`config.mk`:
```
export PLATFORM = sky130hd
export DESIGN_NAME = bitstream_modulator_flat
export DESIGN_NICKNAME = d
export VERILOG_FILES = /design/src/pkg/delta_sigma_pkg.sv /design/src/pkg/delta_sigma_link_if.sv /design/src/bitstream_modulator.sv /design/src/flat_wrapper.sv
export SDC_FILE = /design/constraint.sdc
export NUM_CORES = 1
export LEC_CHECK = 0
export BUFFER_PORTS_ARGS = -buffer_cell sky130_fd_sc_hd__buf_2
export CORE_ASPECT_RATIO = 0.75
export CORE_MARGIN = 2
export CORE_UTILIZATION = 67
export DETAILED_ROUTE_END_ITERATION = 12
export PLACE_DENSITY = 0.87
export SETUP_SLACK_MARGIN = 0.02
export SLEW_MARGIN = 30
export SYNTH_ARGS = -nofsm -noshare
export SYNTH_HDL_FRONTEND = slang
export SYNTH_SLANG_ARGS = --single-unit
```
`constraint.sdc`:
```
create_clock -name clk_in -period 13.4 [get_ports clk_in]
set_input_delay 2.01 -clock clk_in [delete_from_list [all_inputs] [get_ports clk_in]]
set_output_delay 2.01 -clock clk_in [all_outputs]
set_load 0.03 [all_outputs]
```
`src/pkg/delta_sigma_pkg.sv`:
```
/*
 * Shared constants for the one-bit delta-sigma link: input scaling,
 * clipping thresholds, marker period and link clock timing.
 * Assumes a 10 MHz system clock on both ends of the link.
 */
package delta_sigma_pkg;

    // Analog input carried as signed microvolts
    localparam int VIN_W = 20;
    localparam int ACC_W = 22;
    // Clipping voltage, 312.5 mV
    localparam logic signed [ACC_W-1:0] CLIP_UV = 22'sh4c4b4;
    // Full linear input, 250 mV
    localparam logic signed [ACC_W-1:0] LINEAR_UV = 22'sh3d090;
    // Ones density at zero, plus and minus full linear input, percent
    localparam int DENSITY_ZERO_PCT = 50;
    localparam int DENSITY_POS_PCT = 90;
    localparam int DENSITY_NEG_PCT = 10;
    // One opposite bit per this many clocks while clipped
    localparam int MARKER_PERIOD = 128;
    localparam int MARKER_W = $clog2(MARKER_PERIOD);

    // System clock and link clock timing
    localparam int SYS_CLK_HZ = 10_000_000;
    localparam int SYS_PERIOD_NS = 1_000_000_000 / SYS_CLK_HZ;
    localparam int MOD_CLK_TYP_HZ = 20_000_000;
    localparam int LINK_PERIOD_NS = 800;
    localparam int LINK_HALF_CYCLES = LINK_PERIOD_NS / 2 / SYS_PERIOD_NS;
    // Cycles from a pin change until the synchroniser output shows it
    localparam int SYNC_LAT = 2;

    // Decimation filter settings
    localparam int SINC_ORDER = 3;
    localparam int SINC_OSR = 256;
    localparam int SINC_DIFF_DELAY = 1;
    localparam int MIN_OSR_SINC3 = 110;
    localparam int MIN_OSR_SINC2 = 200;
    // Upper OSR bound at the typical clock and least output rate
    localparam int MAX_OSR = 285;

endpackage : delta_sigma_pkg

```
`src/pkg/delta_sigma_link_if.sv`:
```
/*
 * Link between the modulator end and the decimating filter end:
 * the modulator clock driven by the filter end, and the bit stream.
 * Assumes the testbench joins both ends through one instance.
 */
`timescale 1ns/1ps

interface delta_sigma_link_if;
    logic modulator_clock;
    logic bit_data;

    // Modulator end: takes the clock, drives the stream
    modport modulator
    (
        input modulator_clock,
        output bit_data
    );

    // Filter end: makes the clock, reads the stream
    modport filter
    (
        output modulator_clock,
        input bit_data
    );
endinterface : delta_sigma_link_if

```
`src/bitstream_modulator.sv`:
```
/*
 * Modulator end of the delta-sigma link. A first-order accumulator
 * turns a signed microvolt input into a one-bit stream, advanced on
 * each falling edge of the supplied modulator clock.
 *
 * Input scaling: the input is offset by the clipping voltage so the
 * accumulator works on 0 to twice the clipping voltage. Each new bit
 * adds the offset input to the carried error; a one is sent and the
 * span subtracted when the sum reaches the span. The long-run ones
 * density is therefore exact for any constant linear input.
 *
 * Clipping: at or beyond the clipping voltage the stream is constant,
 * except that the last bit of every marker period has the opposite
 * value so the far end can tell a live modulator from a dead wire.
 * The marker counter restarts whenever the input returns to the
 * linear range, and the accumulator is parked at mid scale so the
 * first linear bits do not carry a stale error.
 *
 * Status: clip_out follows the range of the last bit sent,
 * nonlinear_out flags inputs beyond the full linear range one cycle
 * after they appear, bit_strobe_out pulses as each new bit is shown.
 *
 * Assumes the modulator clock is slow enough to be sampled by clk_in
 * through two flip-flops, at least four system cycles per half period.
 * Assumes vin_uv_in comes from logic on the clk_in domain.
 * Assumes rst_in is synchronous to clk_in and held at least one edge.
 * Limitation: an input that moves mid period is taken as it stands
 * two cycles after the falling edge, when the synchronised fall is seen; no averaging within a period is done.
 */
`timescale 1ns/1ps

module bitstream_modulator
    import delta_sigma_pkg::*;
(
    // System clock and reset
    input wire logic clk_in,
    input wire logic rst_in,
    // Link toward the filter end
    delta_sigma_link_if.modulator link,
    // Analog input, signed microvolts, same clock domain
    input wire logic signed [delta_sigma_pkg::VIN_W-1:0] vin_uv_in,
    // Status
    output logic clip_out,
    output logic nonlinear_out,
    output logic bit_strobe_out
);
    import delta_sigma_pkg::*;

    typedef enum {
        RANGE_LINEAR,
        RANGE_CLIP_LOW,
        RANGE_CLIP_HIGH
    } range_t;

    typedef struct packed {
        logic clk_sync1;
        logic clk_sync2;
        logic clk_prev;
        logic signed [ACC_W-1:0] acc;
        logic [MARKER_W-1:0] marker_cnt;
        logic bit_data;
        logic clip;
        logic nonlinear;
        logic strobe;
    } state_t;

    state_t state_reg;
    state_t state_next;
    logic signed [ACC_W-1:0] vin_wide;
    logic signed [ACC_W-1:0] offset;
    logic signed [ACC_W-1:0] sum;
    logic signed [ACC_W-1:0] span;
    logic fall_seen;
    range_t range_sel;

    // Classify the input against the clipping thresholds
    function automatic range_t classify(
        input logic signed [ACC_W-1:0] v
    );
        range_t r;
        r = RANGE_LINEAR;
        if (v >= CLIP_UV)
        begin
            r = RANGE_CLIP_HIGH;
        end
        else if (v <= -CLIP_UV)
        begin
            r = RANGE_CLIP_LOW;
        end
        return r;
    endfunction : classify

    // Magnitude test for the full linear range, strictly beyond it
    function automatic logic beyond(
        input logic signed [ACC_W-1:0] v,
        input logic signed [ACC_W-1:0] lim
    );
        return (v > lim) || (v < -lim);
    endfunction : beyond

    // Input scaling: shift the range so the accumulator sees 0 to span
    always_comb
    begin
        vin_wide = ACC_W'(vin_uv_in);
        span = CLIP_UV + CLIP_UV;
        offset = vin_wide + CLIP_UV;
        sum = state_reg.acc + offset;
        range_sel = classify(vin_wide);
        // Edge found after the two synchroniser stages only
        fall_seen = state_reg.clk_prev && !state_reg.clk_sync2;
    end

    // Next state: one output bit per falling modulator clock edge
    always_comb
    begin
        state_next = state_reg;
        // Two synchroniser stages on the link clock; the edge detector
        // reads only the second stage, never the metastable first one
        state_next.clk_sync1 = link.modulator_clock;
        state_next.clk_sync2 = state_reg.clk_sync1;
        state_next.clk_prev = state_reg.clk_sync2;
        state_next.strobe = 1'b0;
        // Linear-range flag, registered so the output comes from a flop
        state_next.nonlinear = beyond(vin_wide, LINEAR_UV);
        if (fall_seen)
        begin
            state_next.strobe = 1'b1;
            case (range_sel)
                RANGE_LINEAR:
                begin
                    // Error feedback keeps the long-run density exact
                    state_next.clip = 1'b0;
                    state_next.marker_cnt = '0;
                    if (sum >= span)
                    begin
                        state_next.bit_data = 1'b1;
                        state_next.acc = sum - span;
                    end
                    else
                    begin
                        state_next.bit_data = 1'b0;
                        state_next.acc = sum;
                    end
                end
                RANGE_CLIP_LOW, RANGE_CLIP_HIGH:
                begin
                    state_next.clip = 1'b1;
                    state_next.marker_cnt = state_reg.marker_cnt + 1'b1;
                    // Last count of the period sends the marker bit
                    if (state_reg.marker_cnt ==
                        MARKER_W'(MARKER_PERIOD - 1))
                    begin
                        state_next.bit_data =
                            (range_sel == RANGE_CLIP_LOW);
                    end
                    else
                    begin
                        state_next.bit_data =
                            (range_sel == RANGE_CLIP_HIGH);
                    end
                    // Start from mid scale when the input returns
                    state_next.acc = CLIP_UV;
                end
                default:
                begin
                    // Unreachable; keep the stream low if ever taken
                    state_next.bit_data = 1'b0;
                end
            endcase
        end
    end

    // State register; reset parks the stream low and unclipped
    always_ff @(posedge clk_in)
    begin
        if (rst_in)
        begin
            state_reg <= '0;
        end
        else
        begin
            state_reg <= state_next;
        end
    end

    // Outputs straight from the state register
    // The marker counter wraps by itself at the end of each period
    assign link.bit_data = state_reg.bit_data;
    assign clip_out = state_reg.clip;
    assign nonlinear_out = state_reg.nonlinear;
    assign bit_strobe_out = state_reg.strobe;

endmodule : bitstream_modulator

```
`src/flat_wrapper.sv`:
```
// flat-port wrapper written by rule: the top's interface ports become plain ports
module bitstream_modulator_flat import delta_sigma_pkg::*;
  (clk_in, rst_in, vin_uv_in, clip_out, nonlinear_out, bit_strobe_out, link_modulator_clock, link_bit_data);
  delta_sigma_link_if link_i ();
  input wire logic clk_in;
  input wire logic rst_in;
  input wire logic signed [delta_sigma_pkg::VIN_W-1:0] vin_uv_in;
  output logic clip_out;
  output logic nonlinear_out;
  output logic bit_strobe_out;
  input wire logic [$bits(link_i.modulator_clock)-1:0] link_modulator_clock;
  output wire logic [$bits(link_i.bit_data)-1:0] link_bit_data;
  assign link_i.modulator_clock = link_modulator_clock;
  assign link_bit_data = link_i.bit_data;
  bitstream_modulator u_core (.clk_in(clk_in), .rst_in(rst_in), .link(link_i), .vin_uv_in(vin_uv_in), .clip_out(clip_out), .nonlinear_out(nonlinear_out), .bit_strobe_out(bit_strobe_out));
endmodule
```
## Word level (Yosys, flattened, before mapping)

Cells that the tools add are included.

- Flip-flop bits (word level): 36
- Output and inout port bits: 4
- Word-level logic and storage cells: 39

- Add/sub/neg operators: 4
- Order comparisons: 5
- Eq/ne operators: 5
- Muxes and demuxes: 9
- Reductions and logical operators: 7

Operator list:

| cell | number |
|---|---|
| $eq 32x2->1 const B | 2 |
| $pmux 29 s2 | 1 |
| $eq 32x1->1 const B | 1 |
| $eq 32x3->1 const B | 1 |
| $logic_not 32->1 | 1 |
| $mux 32 | 1 |
| $add 22x22->22 | 1 |
| $ge 22x21->1 const B | 1 |
| $mux 22 | 1 |
| $sub 22x21->22 const B | 1 |
| $add 20x20->21 const B | 1 |
| $ge 20x20->1 const B | 1 |
| $gt 20x19->1 const B | 1 |
| $le 20x20->1 const B | 1 |
| $lt 20x19->1 const B | 1 |
| $add 7x1->7 const B | 1 |
| $eq 7x7->1 const B | 1 |
| $mux 1 | 4 |
| $pmux 1 s2 | 2 |
| $reduce_and 2->1 | 1 |
| $reduce_bool 2->1 | 1 |
| $reduce_or 2->1 | 1 |
| $logic_and 1x1->1 | 1 |
| $logic_not 1->1 | 1 |
| $logic_or 1x1->1 | 1 |

## Longest topological paths before layout

Gate-level depths: netlist (run 1).

- Word-level depth: 7
- Gate-level depth with buffers: 22
- Depth with buffers taken out: 20

## Least setup slack after synthesis (run 1)

Ideal clock, no wire load.

- Kind: input port to flip-flop
- Start point: input port vin_uv_in[2] (netlist name)
- End point: register u_core.state_reg[15] (netlist name)
- Library setup time: 79 ps
- Arrival: 5,722 ps
- Required time: 13,321 ps
- Setup slack: 7,599 ps
- Stages on the path: 19
- Path through: ha_1 > o31ai_4 > a21oi_2 > or2_4 > nand2_1 > xor2_1 > ha_1 > clkbuf_1 > and4_1 > and2_0 > a22o_1 > a311o_1 > a21oi_1 > xnor2_1 > or2_0 > o211ai_2 > and2_4 > mux2_4 > a211oi_2

- Cells in the longest elaborated chain, start to end: 7
- Elaborated cells on any way between the ends: 16

Ends and longest elaborated chain:

| item | RTL line | source |
|---|---|---|
| start: declaration | flat_wrapper.sv:7 | `input wire logic signed [delta_sigma_pkg::VIN_W-1:0] vin_uv_in;` |
| parallel branches: the longest is 7 deep, another holds $add 22x22->22 | n/a |  |
| end signal: assignment | bitstream_modulator.sv:182 | `state_reg <= state_next;` |
| end: declaration | bitstream_modulator.sv:67 | `state_t state_reg;` |

Several ways; the timed one is not identified.
A chain may end at the register's enable or synchronous reset.

## Worst setup path after layout (run 1)

- Start point: input port vin_uv_in[4] (netlist name)
- End point: register u_core.state_reg[15] (netlist name)

The elaborated chain is that of the path after synthesis.

==> results.json, run 1 <==
{
  "synthDistinctLibCells": 72,
  "die_x_um": 90.10,
  "tightest_slew_ns": 0.8782,
  "avgRoutedWirePerCell_um": 17.36,
  "antenna_left": 0,
  "cts_buffer_depth": 2,
  "fp.dieH_um": 68.57,
  "clk_latency_ns": 0.30,
  "ir_worst_vdd_uv": 40.41,
  "finalCritPeriodShare_pct": 49.82,
  "syn_to_final_growth_pct": 6.181,
  "numClockSinks": 36,
  "async_reset_ff_share_pct": 0,
  "layout_setup_ws_ns": 6.725,
  "final-setup-viol-count": 0,
  "layout_common_cells": "49 x nand2_1, 40 x nor2_1, 36 x dfxtp_1",
  "grt_pass1_vias": 3358,
  "syn_avg_cell_area_um2": 7.744,
  "detail_route.first_pass.iterations": 5,
  "routabilityCongestion": 0.9567,
  "synth-seq-cells": 36,
  "crit_chain": "buf_2 > a21oi_1 > a21boi_0 > nor2_1 > o21bai_1 > nand3_1 > xnor2_1 > ha_1 > a21oi_1 > o21ai_0 > or3_1 > nand3_1 > nor3_2 > nor3_1 > a211oi_2 > o211ai_2 > and2_4 > mux2_4 > a211oi_2",
  "cap_viol_max_count": 0,
  "drtIter0Drc": 327,
  "cp_max_fo": 14,
  "numCtsBuffers": 5,
  "design_area_um2": 3955,
  "cts_tree": "built",
  "core_area_um2": 5353,
  "fin_setup_tns_ns": 0,
  "place_ws_ns": 6.618,
  "total_power_w": 0.0003441,
  "n_antenna_cell": 0,
  "root_buffer": "clkbuf_8",
  "p_leak_nw": 1.608,
  "syn_nets": 533,
  "grt_overflow_total": 0,
  "clock.fmax_mhz": 149.8,
  "power_density_nw_per_um2": 87.01,
  "std_cell_rows": 23,
  "grt_usage_pct": 32.39,
  "dieArea_um2": 6178,
  "cp_data_required_time_ns": 13.63,
  "start_util_pct": 69.59,
  "slew_headroom_pct": 41.28,
  "drc": 0,
  "post_drt_via_cell_ratio": 6.516,
  "io_buffer_count": 26,
  "min_path_type": "reg2reg",
  "holdBufCountCts": 0,
  "endpoint_kind": "register",
  "synth-main-ff-cell": "dfxtp_1",
  "rsz0062_at_grt": "false",
  "synth_area_leader_cell": "dfxtp_1",
  "htree_levels": 2,
  "grt_first_pass_wirelength_mm": 16.11,
  "ioPinCount": 27,
  "final_common_cell": "nand2_1",
  "synth_top_family_by_area": "compound AO/OA/AOI/OAI gates",
  "synth_seq_area_share_pct": 19.35,
  "clkTransAtPathRegs_ns": 0.08,
  "critPathMaxStageDelay_ns": 0.73,
  "hold_slack_ns": 0.4618,
  "synth-compound-area-share_pct": 29.69,
  "synth_fa_ha_area_share_pct": 9.943,
  "synth-simple-area-share_pct": 24.08,
  "maxSlewViolCount": 0,
  "grt_max_degree": 26,
  "arrival_ns": 6.90,
  "drive_gt1_share_pct": 14.49,
  "num_vias": 3727,
  "crit_slowest_cell": "o211ai_2",
  "synth_mux_area_share_pct": 0.4031,
  "yosysWarnings": 0,
  "grt_antenna_before_repair": 0,
  "cpLargestDelayFamily": "compound AO/OA/AOI/OAI gates",
  "wirelength_mm": 9.930,
  "cts_resized": 0,
  "largest_register_ffs": 30,
  "ys_top_cells_by_area": "dfxtp_1 19%, ha_1 9.4%, xnor2_1 7.3%, nand2_1 4.9%, xor2_1 4.7%",
  "min_period_ns": 6.675,
  "synth.top_cell.area_share_pct": 19.35,
  "hpwl_mm": 7.451,
  "post-cts-setup-buffers": 0,
  "path_buf_inv": 1,
  "synth_xor_area_share_pct": 12.43,
  "critPathKind": "in2reg",
  "hold_viol_final": 0,
  "synth.cell_area_um2": 3725,
  "nNetsFinal": 548,
  "status": "complete, no violations",
  "skew_ns": 0.006434,
  "syn_inst": 481,
  "place_area_um2": 3862,
  "synth_edf_count": 0,
  "startpoint_type": "input port"
}
==> final timing paths <==
path / start / to / slack [ns] / cells past startpoint
max: vin_uv_in[4] / u_core.state_reg[15] / 6.72 / 19
min: u_core.state_reg[19] / u_core.state_reg[19] / 0.46 / 2
max reg2reg: u_core.state_reg[11] / u_core.state_reg[15] / 8.96 / 14
min reg2reg: u_core.state_reg[19] / u_core.state_reg[19] / 0.46 / 2
==> synth_stat cells (6+ instances only) <==
cell and n:
o21ai_0 18, o211ai_1 8, a211oi_1 12, xnor2_1 31
dfxtp_1 36, xor2_1 20, nor3_1 23, nor2_1 41
a21oi_1 34, o21ai_1 7, nand2b_1 6, nand2_1 49
nand3_1 10, clkbuf_1 13, ha_1 28, a21o_1 12
nor2b_1 7, inv_1 13, a21oi_2 10
==> report_power, final <==
| group | internal (W) | switching, W | total (W) | leakage, nW |
|---|---|---|---|---|
| Sequential | 0.000110 | 0.00000166 | 0.000111 | 0.292 |
| Clock | 0.0000368 | 0.0000456 | 0.0000824 | 0.0404 |
| Combinational | 0.0000603 | 0.0000901 | 0.000150 | 1.28 |
| Total | 0.000207 | 0.000137 | 0.000344 | 1.61 |
==> worst min-delay path, cell delays in order (launching register included) <==
cell     delay, ns
dfxtp_1       0.32
nand2_1       0.06
o21ai_1       0.05
==> area by class of cell <==
cell class / count / area, um^2
clock inverters: 3 / 23.77
clock buffers: 5 / 68.82
well taps: 75 / 93.84
multi-input cells: 412 / 2854
flip-flops and latches: 36 / 720.7
inverters: 13 / 48.80
repair buffers: 28 / 145.1
fillers: 437 / 1398
==> layer usage <==
metal / share of wire (%) / GRT usage [%] / up-vias
li1: - / - / 1785
met1: 45 / 43.66 / 1736
met2: 45 / 55.55 / 191
met3: 8.2 / 4.783 / 15
met4: 1.5 / 8.654 / 0
met5: 0 / 0 / -
==> kinds of logic (layout without fill, tap and decap cells) <==
kind of cell    Yosys count  count (layout)
simple gates            179             179
compound gates          151             151
xor+xnor                 52              52
flops                    36              36
buf+inv                  33              49
fa+ha+maj                29              29
mux                       1               1
==> metrics by stage <==
stage	instances	util [%]
floorplan	481	-
global placement	564	72.11
detailed placement	564	72.16
CTS	572	73.89
global route	572	73.89
finish	572	73.89
Power figures use the tool's default switching activity.
==> run 2: changes to the inputs <==
--- a/config.mk
+++ b/config.mk
@@ -8,9 +8,9 @@
 export BUFFER_PORTS_ARGS = -buffer_cell sky130_fd_sc_hd__buf_2
 export CORE_ASPECT_RATIO = 0.75
 export CORE_MARGIN = 2
-export CORE_UTILIZATION = 67
+export CORE_UTILIZATION = 62
 export DETAILED_ROUTE_END_ITERATION = 12
-export PLACE_DENSITY = 0.87
+export PLACE_DENSITY = 0.82
 export SETUP_SLACK_MARGIN = 0.02
 export SLEW_MARGIN = 30
 export SYNTH_ARGS = -nofsm -noshare
==> constraint.sdc (replaced) <==
create_clock -name clk_in -period 6.9 [get_ports clk_in]
set_input_delay 1.035 -clock clk_in [delete_from_list [all_inputs] [get_ports clk_in]]
set_output_delay 1.035 -clock clk_in [all_outputs]
set_load 0.03 [all_outputs]
==> run 2 against run 1 <==
Effect of this change: die area rose by 7.6%; design area barely moved; combinational power rose by 95%; sequential share of layout area barely moved; first-iteration DRC count fell by 9.8%; register-to-register slack got worse by 6.5 ns; critical path depth did not move; clock power rose by 100%; clock-buffer cell count did not move; clock skew fell by 0.0016 ns; core utilization fell by 5.7 points; highest routed layer unchanged.
==> results.json, run 2 (synthesis results as in run 1) <==
{
  "status": "complete, no violations",
  "cap_viol_max_count": 0,
  "cp_data_required_time_ns": 7.13,
  "wirelength_mm": 9.851,
  "io_buffer_count": 26,
  "fin_util_pct": 68.22,
  "clk_latency_ns": 0.30,
  "ioPinCount": 27,
  "r2r_end": "u_core.state_reg[15]",
  "root_buffer": "clkbuf_8",
  "startpoint_type": "input port",
  "min_from": "u_core.state_reg[28]",
  "p_seq_share_pct": 32.1,
  "p_int_w": 0.0004017,
  "power_density_nw_per_um2": 170.1,
  "slew_headroom_pct": 40.90,
  "drtIter0Drc": 295,
  "largest_register_ffs": 30,
  "grt_antenna_before_repair": 0,
  "critPathKind": "in2reg",
  "post_drt_via_cell_ratio": 6.378,
  "arrival_ns": 5.84,
  "n_antenna_cell": 0,
  "detail_route.first_pass.iterations": 5,
  "swShare_pct": 40.28,
  "critPathMaxStageDelay_ns": 0.73,
  "cts_buffer_depth": 2,
  "grt_first_pass_wirelength_mm": 16.37,
  "grt_usage_pct": 30.70,
  "clock.fmax_mhz": 178.0,
  "antenna_left": 0,
  "min_period_ns": 5.619,
  "path_buf_inv": 1,
  "core_area_um2": 5796,
  "cpLargestDelayFamily": "compound AO/OA/AOI/OAI gates",
  "holdBufCountCts": 0,
  "numCtsBuffers": 5,
  "dp_cells": 566,
  "routabilityCongestion": 0.9779,
  "hold_viol_final": 0,
  "maxSlewViolCount": 0,
  "tightest_slew_ns": 0.8839,
  "fin_setup_tns_ns": 0,
  "grt_pass1_vias": 3395,
  "skew_ns": 0.004828,
  "crit_slowest_cell": "o211ai_2",
  "ir_worst_vdd_uv": 87.40,
  "rsz0062_at_grt": "false",
  "cp_max_fo": 14,
  "reg2reg_slack_ns": 2.51,
  "std_cell_rows": 24,
  "endpoint_kind": "register",
  "power_frac_comb_pct": 43.4,
  "total_power_w": 0.0006726,
  "num_vias": 3661,
  "dieArea_um2": 6650,
  "p_switching_w": 0.0002709,
  "holdPathEnd": "u_core.state_reg[28]",
  "reg2reg_from": "u_core.state_reg[11]",
  "syn_to_final_growth_pct": 6.147,
  "p_leak_nw": 1.603,
  "grt_overflow_total": 0,
  "hold-path-cell-count": 2,
  "fp.dieH_um": 71.13,
  "fin_cells": 574,
  "crit_start": "vin_uv_in[4]",
  "crit_chain": "buf_2 > a21oi_1 > a21boi_0 > nor2_1 > o21bai_1 > nand3_1 > xnor2_1 > ha_1 > a21oi_1 > o21ai_0 > or3_1 > nand3_1 > nor3_2 > nor3_1 > a211oi_2 > o211ai_2 > and2_4 > mux2_4 > a211oi_2",
  "final_common_cell": "nand2_1",
  "drc": 0,
  "layout_common_cells": "49 x nand2_1, 39 x nor2_1, 36 x dfxtp_1",
  "clock_power_share_pct": 24.5,
  "r2r_cells": 14,
  "drive_gt1_share_pct": 14.52,
  "cts_resized": 0,
  "numClockSinks": 36,
  "die_x_um": 93.50,
  "min_path_type": "reg2reg",
  "grt_max_degree": 26,
  "nNetsFinal": 547,
  "avgRoutedWirePerCell_um": 17.16,
  "htree_levels": 2,
  "start_util_pct": 64.27,
  "hpwl_mm": 7.483,
  "final-setup-viol-count": 0,
  "clkTransAtPathRegs_ns": 0.08,
  "post-cts-setup-buffers": 0,
  "cts_tree": "built",
  "hold_slack_ns": 0.4544,
  "finalCritPeriodShare_pct": 81.44
}
[run 2: metrics by stage]
step	instance area (um^2)	setup slack (ns)
after floorplan	3725	2.074
after global placement	3856	1.309
after detailed placement	3861	1.099
after CTS	3954	1.406
after global routing	3954	0.9663
final	3954	1.281
[run 2: area by class of cell]
cell class,count,area (um^2)
Inverter,13,48.80
Timing Repair Buffer,27,137.6
Fill cell,487,1842
Multi-Input combinational cell,412,2856
Sequential cell,36,720.7
Clock buffer,5,68.82
Tap cell,78,97.59
Clock inverter,3,23.77
[run 2: worst max-delay path by stage]
stage | end | cells after the start | slack (ns)
5_1_grt | u_core.state_reg[15] | 19 | 0.97
2_1_floorplan | u_core.state_reg[15] | 19 | 2.07
6_report | u_core.state_reg[15] | 19 | 1.28
4_1_cts | u_core.state_reg[15] | 19 | 1.41
3_5_place_dp | u_core.state_reg[15] | 19 | 1.10
3_3_place_gp | u_core.state_reg[15] | 19 | 1.31
[run 2: power groups by stage]
stage | clock, W | sequential (W) | combinational, W
final | 0.000165 | 0.000216 | 0.000292
after global routing | 0.000176 | 0.000217 | 0.000316
after CTS | 0.000165 | 0.000216 | 0.000286
after detailed placement | 0 | 0.000221 | 0.000283
after global placement | 0 | 0.000220 | 0.000276
after floorplan | 0 | 0.000222 | 0.000230
[run 2: layer usage]
layer  GRT usage, %  routed length (um)
met4          11.11                 157
met1          42.51                4719
met3          4.366                 604
met2          48.84                4369
met5              0                   0
[run 2: tightest hold or removal path, delay by kind of cell, from the launching register on]
family | cells | cell delay [ns]
AO/OA/AOI/OAI | 1 | 0.05
flip-flops | 1 | 0.32
AND/OR/NAND/NOR | 1 | 0.05
